===== src/design/pit_pkg.sv =====
package pit_pkg;

    // control word field positions
    localparam int CTL_SEL_HI  = 7;
    localparam int CTL_SEL_LO  = 6;
    localparam int CTL_ACC_HI  = 5;
    localparam int CTL_ACC_LO  = 4;
    localparam int CTL_MODE_HI = 3;
    localparam int CTL_MODE_LO = 1;
    localparam int CTL_BCD_BIT = 0;

    // port select codes
    localparam logic [1:0] PORT_SETUP  = 2'h3;
    localparam logic [1:0] SEL_ILLEGAL = 2'h3;

    // byte access codes
    localparam logic [1:0] ACC_LATCH = 2'h0;
    localparam logic [1:0] ACC_LSB   = 2'h1;
    localparam logic [1:0] ACC_MSB   = 2'h2;
    localparam logic [1:0] ACC_BOTH  = 2'h3;

    // counter values
    localparam int          NUM_CH    = 3;
    localparam logic [15:0] CNT_CLEAR = 16'h0000;
    localparam logic [15:0] CNT_ONE   = 16'h0001;
    localparam logic [15:0] CNT_TWO   = 16'h0002;
    localparam logic [7:0]  BYTE_ZERO = 8'h00;

    typedef enum logic [2:0] {
        PIT_M0,
        PIT_M1,
        PIT_M2,
        PIT_M3,
        PIT_M4,
        PIT_M5
    } pit_mode_type;

    typedef struct packed {
        logic [1:0]   access;
        pit_mode_type mode;
        logic         bcd;
    } pit_setup_type;

    localparam pit_setup_type SETUP_RST = '{access: ACC_LSB, mode: PIT_M0, bcd: 1'b0};

    // host side strobes and data
    typedef struct packed {
        logic       chip_sel_n;
        logic       rd_n;
        logic       wr_n;
        logic [1:0] port_select_lines;
        logic [7:0] data_in;
    } pit_bus_type;

    // mode field: top bit ignored for modes 2 and 3
    function automatic pit_mode_type pit_decode_mode(input logic [2:0] f);
        pit_mode_type m;
        m = PIT_M0;
        case (f)
            3'h0: m = PIT_M0;
            3'h1: m = PIT_M1;
            3'h2, 3'h6: m = PIT_M2;
            3'h3, 3'h7: m = PIT_M3;
            3'h4: m = PIT_M4;
            3'h5: m = PIT_M5;
            default: m = PIT_M0;
        endcase
        return m;
    endfunction : pit_decode_mode

    // one step down, binary or four bcd decades
    function automatic logic [15:0] pit_dec1(input logic [15:0] v, input logic bcd);
        logic [15:0] r;
        logic        brw;
        r   = v;
        brw = 1'b1;
        if (!bcd) begin
            r = v - CNT_ONE;
        end else begin
            for (int k = 0; k < 4; k++) begin
                if (brw) begin
                    if (v[4*k +: 4] == 4'h0) begin
                        r[4*k +: 4] = 4'h9;
                    end else begin
                        r[4*k +: 4] = v[4*k +: 4] - 4'h1;
                        brw         = 1'b0;
                    end
                end
            end
        end
        return r;
    endfunction : pit_dec1

endpackage : pit_pkg


===== src/design/pit_host_port.sv =====
`timescale 1ns/100ps
// Behaviour
// - chip select high: data bus floats, strobes ignored, registers kept
// - eight-bit three-state data path for setup words and counts
// - selected write goes to counter 0,1,2 or setup word by port code
// - selected read returns counter 0,1,2; code 3 transfers nothing
// - selected without any strobe low: data bus stays floating
// - counter pick field directs setup word to counter 0,1,2; 3 illegal
// - byte access: latch, low only, high only, low then high
// - mode field decodes six modes, top bit ignored for modes 2 and 3
// - counting format bit picks binary or four-decade bcd counting
// - writing a setup word clears that counter to zero
// - three independent 16-bit down counters with six modes each
// - each counter has own clock and output following its mode
// - gate starts, pauses and resumes counting per mode
// - some modes start counting once the count is fully written
// - latch command captures count for read without disturbing it
// - loaded count of zero counts as 10000H clocks in binary, 10000 clocks in bcd
module pit_host_port
    import pit_pkg::*;
(
    // clock and reset
    input  wire logic                        clock,
    input  wire logic                        sys_rst,
    // host bus
    input  wire pit_pkg::pit_bus_type        host_bus,
    output logic [7:0]                       data_out,
    output logic                             data_oe_n,
    // counter pins
    input  wire logic [pit_pkg::NUM_CH-1:0]  count_clock_in,
    input  wire logic [pit_pkg::NUM_CH-1:0]  count_enable_in,
    output logic [pit_pkg::NUM_CH-1:0]       timer_wave_pin
);
    import pit_pkg::*;

    pit_setup_type      setup_r      [NUM_CH];
    logic [15:0]        cnt_r        [NUM_CH];
    logic [15:0]        init_r       [NUM_CH];
    logic [15:0]        latch_r      [NUM_CH];
    logic [NUM_CH-1:0]  out_r;
    logic [NUM_CH-1:0]  run_r;
    logic [NUM_CH-1:0]  have_r;
    logic [NUM_CH-1:0]  load_pend_r;
    logic [NUM_CH-1:0]  trig_r;
    logic [NUM_CH-1:0]  latched_r;
    logic [NUM_CH-1:0]  wr_msb_r;
    logic [NUM_CH-1:0]  rd_msb_r;
    logic [NUM_CH-1:0]  clk_prev_r;
    logic [NUM_CH-1:0]  gate_prev_r;
    logic               wr_prev_r;
    logic               rd_act_r;
    logic [1:0]         rd_port_r;
    logic [7:0]         data_out_r;

    // strobe decode
    wire                sel       = !host_bus.chip_sel_n;
    wire [1:0]          port      = host_bus.port_select_lines;
    wire [7:0]          din       = host_bus.data_in;
    wire                wr_fall   = sel && host_bus.rd_n && !host_bus.wr_n && wr_prev_r;
    wire                rd_act    = sel && !host_bus.rd_n && host_bus.wr_n
                                    && (port != PORT_SETUP);
    wire                rd_end    = rd_act_r && !rd_act;
    wire                setup_wr  = wr_fall && (port == PORT_SETUP);
    wire [1:0]          pick      = din[CTL_SEL_HI:CTL_SEL_LO];
    wire [1:0]          new_acc   = din[CTL_ACC_HI:CTL_ACC_LO];
    wire pit_mode_type  new_mode  = pit_decode_mode(din[CTL_MODE_HI:CTL_MODE_LO]);
    wire                new_bcd   = din[CTL_BCD_BIT];
    wire [NUM_CH-1:0]   tick      = count_clock_in & ~clk_prev_r;
    wire [NUM_CH-1:0]   gate_rise = count_enable_in & ~gate_prev_r;

    // read byte selection
    wire [1:0]          rd_ch     = (port == PORT_SETUP) ? 2'h0 : port;
    wire [15:0]         rd_val    = latched_r[rd_ch] ? latch_r[rd_ch] : cnt_r[rd_ch];
    wire [1:0]          rd_acc    = setup_r[rd_ch].access;
    wire                rd_hi     = (rd_acc == ACC_MSB)
                                    || ((rd_acc == ACC_BOTH) && rd_msb_r[rd_ch]);
    wire [7:0]          rd_byte   = rd_hi ? rd_val[15:8] : rd_val[7:0];
    // last byte of a counter read ends
    wire                rd_last   = rd_end && !((setup_r[rd_port_r].access == ACC_BOTH)
                                    && !rd_msb_r[rd_port_r]);

    assign data_out       = data_out_r;
    assign data_oe_n      = !(rd_act && rd_act_r);
    assign timer_wave_pin = out_r;

    always_ff @(posedge clock) begin
        if (sys_rst) begin
            wr_prev_r  <= 1'b1;
            rd_act_r   <= 1'b0;
            rd_port_r  <= 2'h0;
            data_out_r <= BYTE_ZERO;
            for (int i = 0; i < NUM_CH; i++) begin
                setup_r[i]     <= SETUP_RST;
                cnt_r[i]       <= CNT_CLEAR;
                init_r[i]      <= CNT_CLEAR;
                latch_r[i]     <= CNT_CLEAR;
                out_r[i]       <= 1'b0;
                run_r[i]       <= 1'b0;
                have_r[i]      <= 1'b0;
                load_pend_r[i] <= 1'b0;
                trig_r[i]      <= 1'b0;
                latched_r[i]   <= 1'b0;
                wr_msb_r[i]    <= 1'b0;
                rd_msb_r[i]    <= 1'b0;
                // pin held high at release is no edge
                clk_prev_r[i]  <= 1'b1;
                gate_prev_r[i] <= 1'b1;
            end
        end else begin
            wr_prev_r  <= host_bus.wr_n || !sel;
            rd_act_r   <= rd_act;
            rd_port_r  <= port;
            data_out_r <= rd_byte;
            for (int i = 0; i < NUM_CH; i++) begin
                clk_prev_r[i]  <= count_clock_in[i];
                gate_prev_r[i] <= count_enable_in[i];
                // counting, one step per counter clock edge, two steps per edge in mode 3
                if (tick[i]) begin
                    case (setup_r[i].mode)
                        PIT_M0, PIT_M4: begin
                            if (load_pend_r[i] && count_enable_in[i]) begin
                                cnt_r[i]       <= init_r[i];
                                run_r[i]       <= 1'b1;
                                load_pend_r[i] <= 1'b0;
                                out_r[i]       <= (setup_r[i].mode == PIT_M4);
                            end else if (run_r[i] && count_enable_in[i]) begin
                                cnt_r[i] <= pit_dec1(cnt_r[i], setup_r[i].bcd);
                                if (setup_r[i].mode == PIT_M4) begin
                                    out_r[i] <= (cnt_r[i] != CNT_ONE);
                                    if (cnt_r[i] == CNT_ONE) begin
                                        run_r[i] <= 1'b0;
                                    end
                                end else if (cnt_r[i] == CNT_ONE) begin
                                    out_r[i] <= 1'b1;
                                end
                            end else if (setup_r[i].mode == PIT_M4) begin
                                out_r[i] <= 1'b1;
                            end
                        end
                        PIT_M1, PIT_M5: begin
                            if (trig_r[i] && have_r[i]) begin
                                cnt_r[i]  <= init_r[i];
                                run_r[i]  <= 1'b1;
                                trig_r[i] <= 1'b0;
                                out_r[i]  <= (setup_r[i].mode == PIT_M5);
                            end else if (run_r[i]) begin
                                cnt_r[i] <= pit_dec1(cnt_r[i], setup_r[i].bcd);
                                if (cnt_r[i] == CNT_ONE) begin
                                    run_r[i] <= 1'b0;
                                    out_r[i] <= (setup_r[i].mode == PIT_M1);
                                end else begin
                                    out_r[i] <= (setup_r[i].mode == PIT_M5);
                                end
                            end else begin
                                out_r[i] <= 1'b1;
                            end
                        end
                        PIT_M2, PIT_M3: begin
                            if (!count_enable_in[i]) begin
                                out_r[i] <= 1'b1;
                            end else if ((load_pend_r[i] || trig_r[i]) && have_r[i]) begin
                                cnt_r[i]       <= init_r[i];
                                run_r[i]       <= 1'b1;
                                load_pend_r[i] <= 1'b0;
                                trig_r[i]      <= 1'b0;
                                out_r[i]       <= 1'b1;
                            end else if (run_r[i] && setup_r[i].mode == PIT_M2) begin
                                out_r[i] <= (cnt_r[i] != CNT_TWO);
                                cnt_r[i] <= (cnt_r[i] == CNT_ONE) ? init_r[i]
                                          : pit_dec1(cnt_r[i], setup_r[i].bcd);
                            end else if (run_r[i]) begin
                                if (cnt_r[i] == CNT_ONE || cnt_r[i] == CNT_TWO) begin
                                    out_r[i] <= !out_r[i];
                                    cnt_r[i] <= out_r[i]
                                              ? pit_dec1(init_r[i], setup_r[i].bcd)
                                              : init_r[i];
                                end else begin
                                    cnt_r[i] <= pit_dec1(pit_dec1(cnt_r[i], setup_r[i].bcd),
                                                         setup_r[i].bcd);
                                end
                            end
                        end
                        default: begin
                            run_r[i] <= 1'b0;
                        end
                    endcase
                end
                // gate rise after the step, so a new trigger wins over its use
                if (gate_rise[i]) begin
                    trig_r[i] <= 1'b1;
                    if (setup_r[i].mode == PIT_M4 && have_r[i]) begin
                        load_pend_r[i] <= 1'b1;
                    end
                end
                // count value write from the host
                if (wr_fall && port == 2'(i)) begin
                    if (setup_r[i].access == ACC_BOTH && !wr_msb_r[i]) begin
                        init_r[i][7:0] <= din;
                        wr_msb_r[i]    <= 1'b1;
                        if (setup_r[i].mode == PIT_M0) begin
                            run_r[i] <= 1'b0;
                        end
                    end else begin
                        case (setup_r[i].access)
                            ACC_LSB: init_r[i] <= {BYTE_ZERO, din};
                            ACC_MSB: init_r[i] <= {din, BYTE_ZERO};
                            default: init_r[i][15:8] <= din;
                        endcase
                        wr_msb_r[i] <= 1'b0;
                        have_r[i]   <= 1'b1;
                        if (setup_r[i].mode == PIT_M0 || setup_r[i].mode == PIT_M4
                            || !run_r[i]) begin
                            load_pend_r[i] <= 1'b1;
                        end
                    end
                end
                // read completion advances byte order and frees the latch
                if (rd_end && rd_port_r == 2'(i)) begin
                    if (setup_r[i].access == ACC_BOTH && !rd_msb_r[i]) begin
                        rd_msb_r[i] <= 1'b1;
                    end else begin
                        rd_msb_r[i]  <= 1'b0;
                        latched_r[i] <= 1'b0;
                    end
                end
                // setup word or latch command, after the read so a new latch wins
                if (setup_wr && pick == 2'(i) && pick != SEL_ILLEGAL) begin
                    if (new_acc == ACC_LATCH) begin
                        if (!latched_r[i] || (rd_last && rd_port_r == 2'(i))) begin
                            latch_r[i]   <= cnt_r[i];
                            latched_r[i] <= 1'b1;
                        end
                    end else begin
                        setup_r[i]     <= '{access: new_acc, mode: new_mode, bcd: new_bcd};
                        cnt_r[i]       <= CNT_CLEAR;
                        run_r[i]       <= 1'b0;
                        have_r[i]      <= 1'b0;
                        load_pend_r[i] <= 1'b0;
                        trig_r[i]      <= 1'b0;
                        latched_r[i]   <= 1'b0;
                        wr_msb_r[i]    <= 1'b0;
                        rd_msb_r[i]    <= 1'b0;
                        out_r[i]       <= (new_mode != PIT_M0);
                    end
                end
            end
        end
    end

endmodule : pit_host_port


===== config.mk =====
export PLATFORM = sky130hd
export DESIGN_NAME = pit_host_port
export DESIGN_NICKNAME = d
export VERILOG_FILES = /design/src/design/pit_pkg.sv /design/src/design/pit_host_port.sv
export SDC_FILE = /design/constraint.sdc
export NUM_CORES = 1
export LEC_CHECK = 0
export ABC_AREA = 0
export ABC_CLOCK_PERIOD_IN_PS = 10420
export BUFFER_PORTS_ARGS = -buffer_cell sky130_fd_sc_hd__buf_2
export CAP_MARGIN = 40
export CORE_UTILIZATION = 40
export CTS_CLUSTER_SIZE = 10
export DETAILED_ROUTE_END_ITERATION = 7
export PLACE_DENSITY = 0.59
export SKIP_LAST_GASP = 1
export SYNTH_ARGS = -nofsm -noshare
export SYNTH_HDL_FRONTEND = slang
export SYNTH_SLANG_ARGS = --single-unit

===== constraint.sdc =====
create_clock -name clock -period 10.42 [get_ports clock]
set_input_delay 0.521 -clock clock [delete_from_list [all_inputs] [get_ports clock]]
set_output_delay 0.521 -clock clock [all_outputs]
set_load 0.005 [all_outputs]

==> impl_results.md <==
* Clk sinks at 204
* Reg2reg end: cnt_r[2][14]
* Worst R2R Path Depth at 10
* Number of buffers created by CTS at 27
* Crit-path cells: inv_1 > ha_1 > nand2_1 > a2111oi_0 > xnor2_1 > o2111ai_1 > nor4_1 > xor2_1 > or3_1 > a32o_1
* DRT iter0 DRCs at 1955
* Clock Power Share at 0.430
* Overall power at 2.16 mW
* Final Max Tran Viols at 0
* Worst path required time at 10.72 ns
* Clock Latency Late Sink at between 0.5 and 0.6 ns
* Fin crit period at approximately 3.9 ns
* # DRC at 0
* Routability cong. at 0.942
* Synth Instances at 2032
* Setup TNS at 0 ns
* TritonCTS clock tree: done
* Worst hold path type: input pin to register
* Largest net degree at the start of global routing at 71
* Slew Limit Headroom at 0.373
* Die Height at about 210 um
* Mapped Avg Cell Area at 8.17 um^2
* Combinational share of power at 0.122
* Std-Cell Rows at 74
* Synth top area cells: edfxtp_1 (29%), dfxtp_1 (5.1%), a21oi_1 (4.7%), nor2_1 (4.0%), nand2_1 (3.9%)
* Synth top area share at 0.293
* Synth Cell Area at 16600 um^2
* Seq. cell area at between 5000 and 6000 um^2
* Main synth FF type: edfxtp_1
* Max Buffers Root-to-Sink at 3
* HPWL Detailed at 41400 um
* Max cap viols at 0
* TritonRoute pass-1 iters at 5
* Port Buffers at 32
* RSZ-0062 raised after global routing: no
* Worst path slowest cell: a2111oi_0
* Lkg Pwr at 6.00 nW
* Post-synth EDFFs at about 160
* Ys async rst share at 0
* Area grow syn2layout at 8.04%
* Clk slew on worst S/H paths at about 0.060 ns
* Via count at 16200
* Number of H-tree levels at 1
* Crit start category: register
* Crit path DAT at 4.21 ns
* Count leader, synth: nor2_1
* Slew @ Worst Pin at 0.939 ns
* CP max stage delay at 0.56 ns
* Yosys warnings at 0
* Final Hold Viols at 0
* Yosys cell types at between 90 and 100
* Final WL at 56100 um
* Max Fanout on Critical Path at 11
* WL/cell at 22.2 um
* Total track usage at 0.265
* Initial Utilization at 0.406
* Fmax at 0.256 GHz
* Internal power at 1.56 mW
* Reg2reg setup slack at 6.51 ns
* Worst path top cell family by delay: compound AO/OA/AOI/OAI gates
* Die area at 42300 um^2
* CTS resizes at 0
* Initial antenna violation count at 1
* Critical Path End Type: register
* Crit. path cell count at 10
* Cell taking the most area after synthesis: edfxtp_1
* CTS root buf: clkbuf_16
* Fin nets at 2024
* Area of the multi-input gates at approximately 10000 um^2
* CORE AREA at 40900 um^2
* Worst r2r src: cnt_r[2][0]
* Flop pwr share at 0.448
* PD cells at between 100 and 150 nW/um^2
* # Post-CTS Setup Buffers at 0
* Setup crit start: cnt_r[2][0]
* Bufs and invs on worst path at 1
* Vias/cell at 6.43
* Top cells by count, synth: nor2_1 (177), nand2_1 (173), edfxtp_1 (162)
* Fillcell total at approximately 4100
* Endpoints failing setup at 0
* CTS Hold Buffers Added at 0
* #FFs+latches synth at 204
* Setup Skew at 0.0232 ns
* Setup crit end: cnt_r[2][14]
* Antenna Violating Nets Remaining at 0
* Syn_nets at 2086
* WS Path Type: register to register
* GR Overflow Total at 0
* NetSw at approximately 0.60 mW
* Run status: completed
* Sw Share at 0.278
* Worst vdd ir at 0.119 mV
* Ports at 33
* Share of post-route cells with drive strength above 1 at 0.0723
* Vias in the first global route at 14900
* Tcrit/Tclk final at 0.375
* Global-route wire length before repair at approximately 88000 um
* Chip Width at a little over 200 um
* Post-synthesis sequential area ratio at 0.344
==> routing by layer <==
metal	up-vias	track usage	wire length, um
met1	7693	0.366	24100
met4	0	0.0876	1830
met3	109	0.0344	4370
met5	-	0	0
li1	7593	-	-
met2	827	0.425	25800
==> worst min path at each step <==
| stage | to | slack (ns) | depth (start not counted) | startpoint |
|---|---|---|---|---|
| after CTS | clk_prev_r[1] | 0.19 | 2 | count_clock_in[1] |
| after global placement | wr_msb_r[0] | 0.44 | 2 | wr_msb_r[0] |
| after global routing | clk_prev_r[1] | 0.20 | 2 | count_clock_in[1] |
| after detailed placement | wr_msb_r[0] | 0.45 | 2 | wr_msb_r[0] |
| after floorplan | wr_msb_r[0] | 0.43 | 2 | wr_msb_r[0] |
| final | clk_prev_r[1] | 0.22 | 2 | count_clock_in[1] |
==> area by class of cell <==
type	count	share of cell area
inverters	60	0.0126
repair buffers	56	0.0197
flip-flops and latches	204	0.318
clock inverters	5	0.00328
clock buffers	45	0.0454
multi-input cells	1621	0.564
diodes	1	0.000139
well taps	532	0.0371
==> state kept, by name (all words and copies together) (netlist names) <==
| name | flops |
|---|---|
| latched_r | 3 |
| init_r | 48 |
| clk_prev_r | 3 |
| load_pend_r | 3 |
| have_r | 3 |
| cnt_r | 48 |
| data_out | 8 |
| rd_msb_r | 3 |
| latch_r | 48 |
| run_r | 3 |
| wr_prev_r | 1 |
| setup_r | 18 |
| rd_act_r | 1 |
| trig_r | 3 |
| rd_port_r | 2 |
| gate_prev_r | 3 |
| timer_wave_pin | 3 |
| wr_msb_r | 3 |
==> worst reg2reg max path, delay by kind of cell, from the launching register on <==
| family | cells | cell delay [ns] |
|---|---|---|
| adder cells (fa/ha/maj) | 1 | 0.39 |
| AND/OR/NAND/NOR | 3 | 0.93 |
| flip-flops | 1 | 0.54 |
| buffers and inverters | 1 | 0.19 |
| AO/OA/AOI/OAI | 3 | 1.13 |
| XOR/XNOR | 2 | 0.48 |
==> power by group through the flow <==
stage / Sequential [mW] / Combinational, mW / Clock [mW]
finish: 0.966 / 0.263 / 0.927
CTS: 0.964 / 0.258 / 0.940
global placement: 0.981 / 0.256 / 0
detailed placement: 0.981 / 0.257 / 0
global route: 0.971 / 0.287 / 0.971
floorplan: 0.945 / 0.202 / 0
==> per-stage QoR <==
step / setup slack, ns / cells / instance area, um^2 / utilization / hold slack, ns
6_report: 6.51 / 2524 / 17900 / 0.438 / 0.216
5_1_grt: 6.26 / 2524 / 17900 / 0.438 / 0.204
4_1_cts: 6.61 / 2523 / 17900 / 0.438 / 0.193
3_5_place_dp: 6.18 / 2473 / 17100 / 0.417 / 0.450
3_3_place_gp: 6.27 / 2470 / 17000 / 0.416 / 0.442
2_1_floorplan: 6.99 / 2032 / 16600 / - / 0.432
==> logic make-up after synthesis <==
logic type               after synthesis  share of synthesized area
multiplexers                          57                     0.0356
AO/OA/AOI/OAI                        616                      0.244
XOR/XNOR                              50                     0.0264
buffers and inverters                207                     0.0486
AND/OR/NAND/NOR                      865                      0.277
flip-flops                           204                      0.344
adder cells (fa/ha/maj)               33                     0.0249
==> placed cells by master, fill, tap and decap left out, types with 26 or more instances in the layout <==
cell	count
nand3_1	67
o21ai_0	113
nor3_1	88
nand2b_1	28
buf_2	33
a31oi_1	27
nor2b_1	48
xnor2_1	31
clkbuf_16	28
nand2_1	173
mux2i_1	49
a211oi_1	68
o211ai_1	33
nor2_1	177
and2_1	67
nor4_1	28
nand4_1	40
ha_1	33
dfxtp_1	42
o31ai_1	26
a21oi_1	156
edfxtp_1	162
inv_1	60
(Power assumes the default switching activity.)
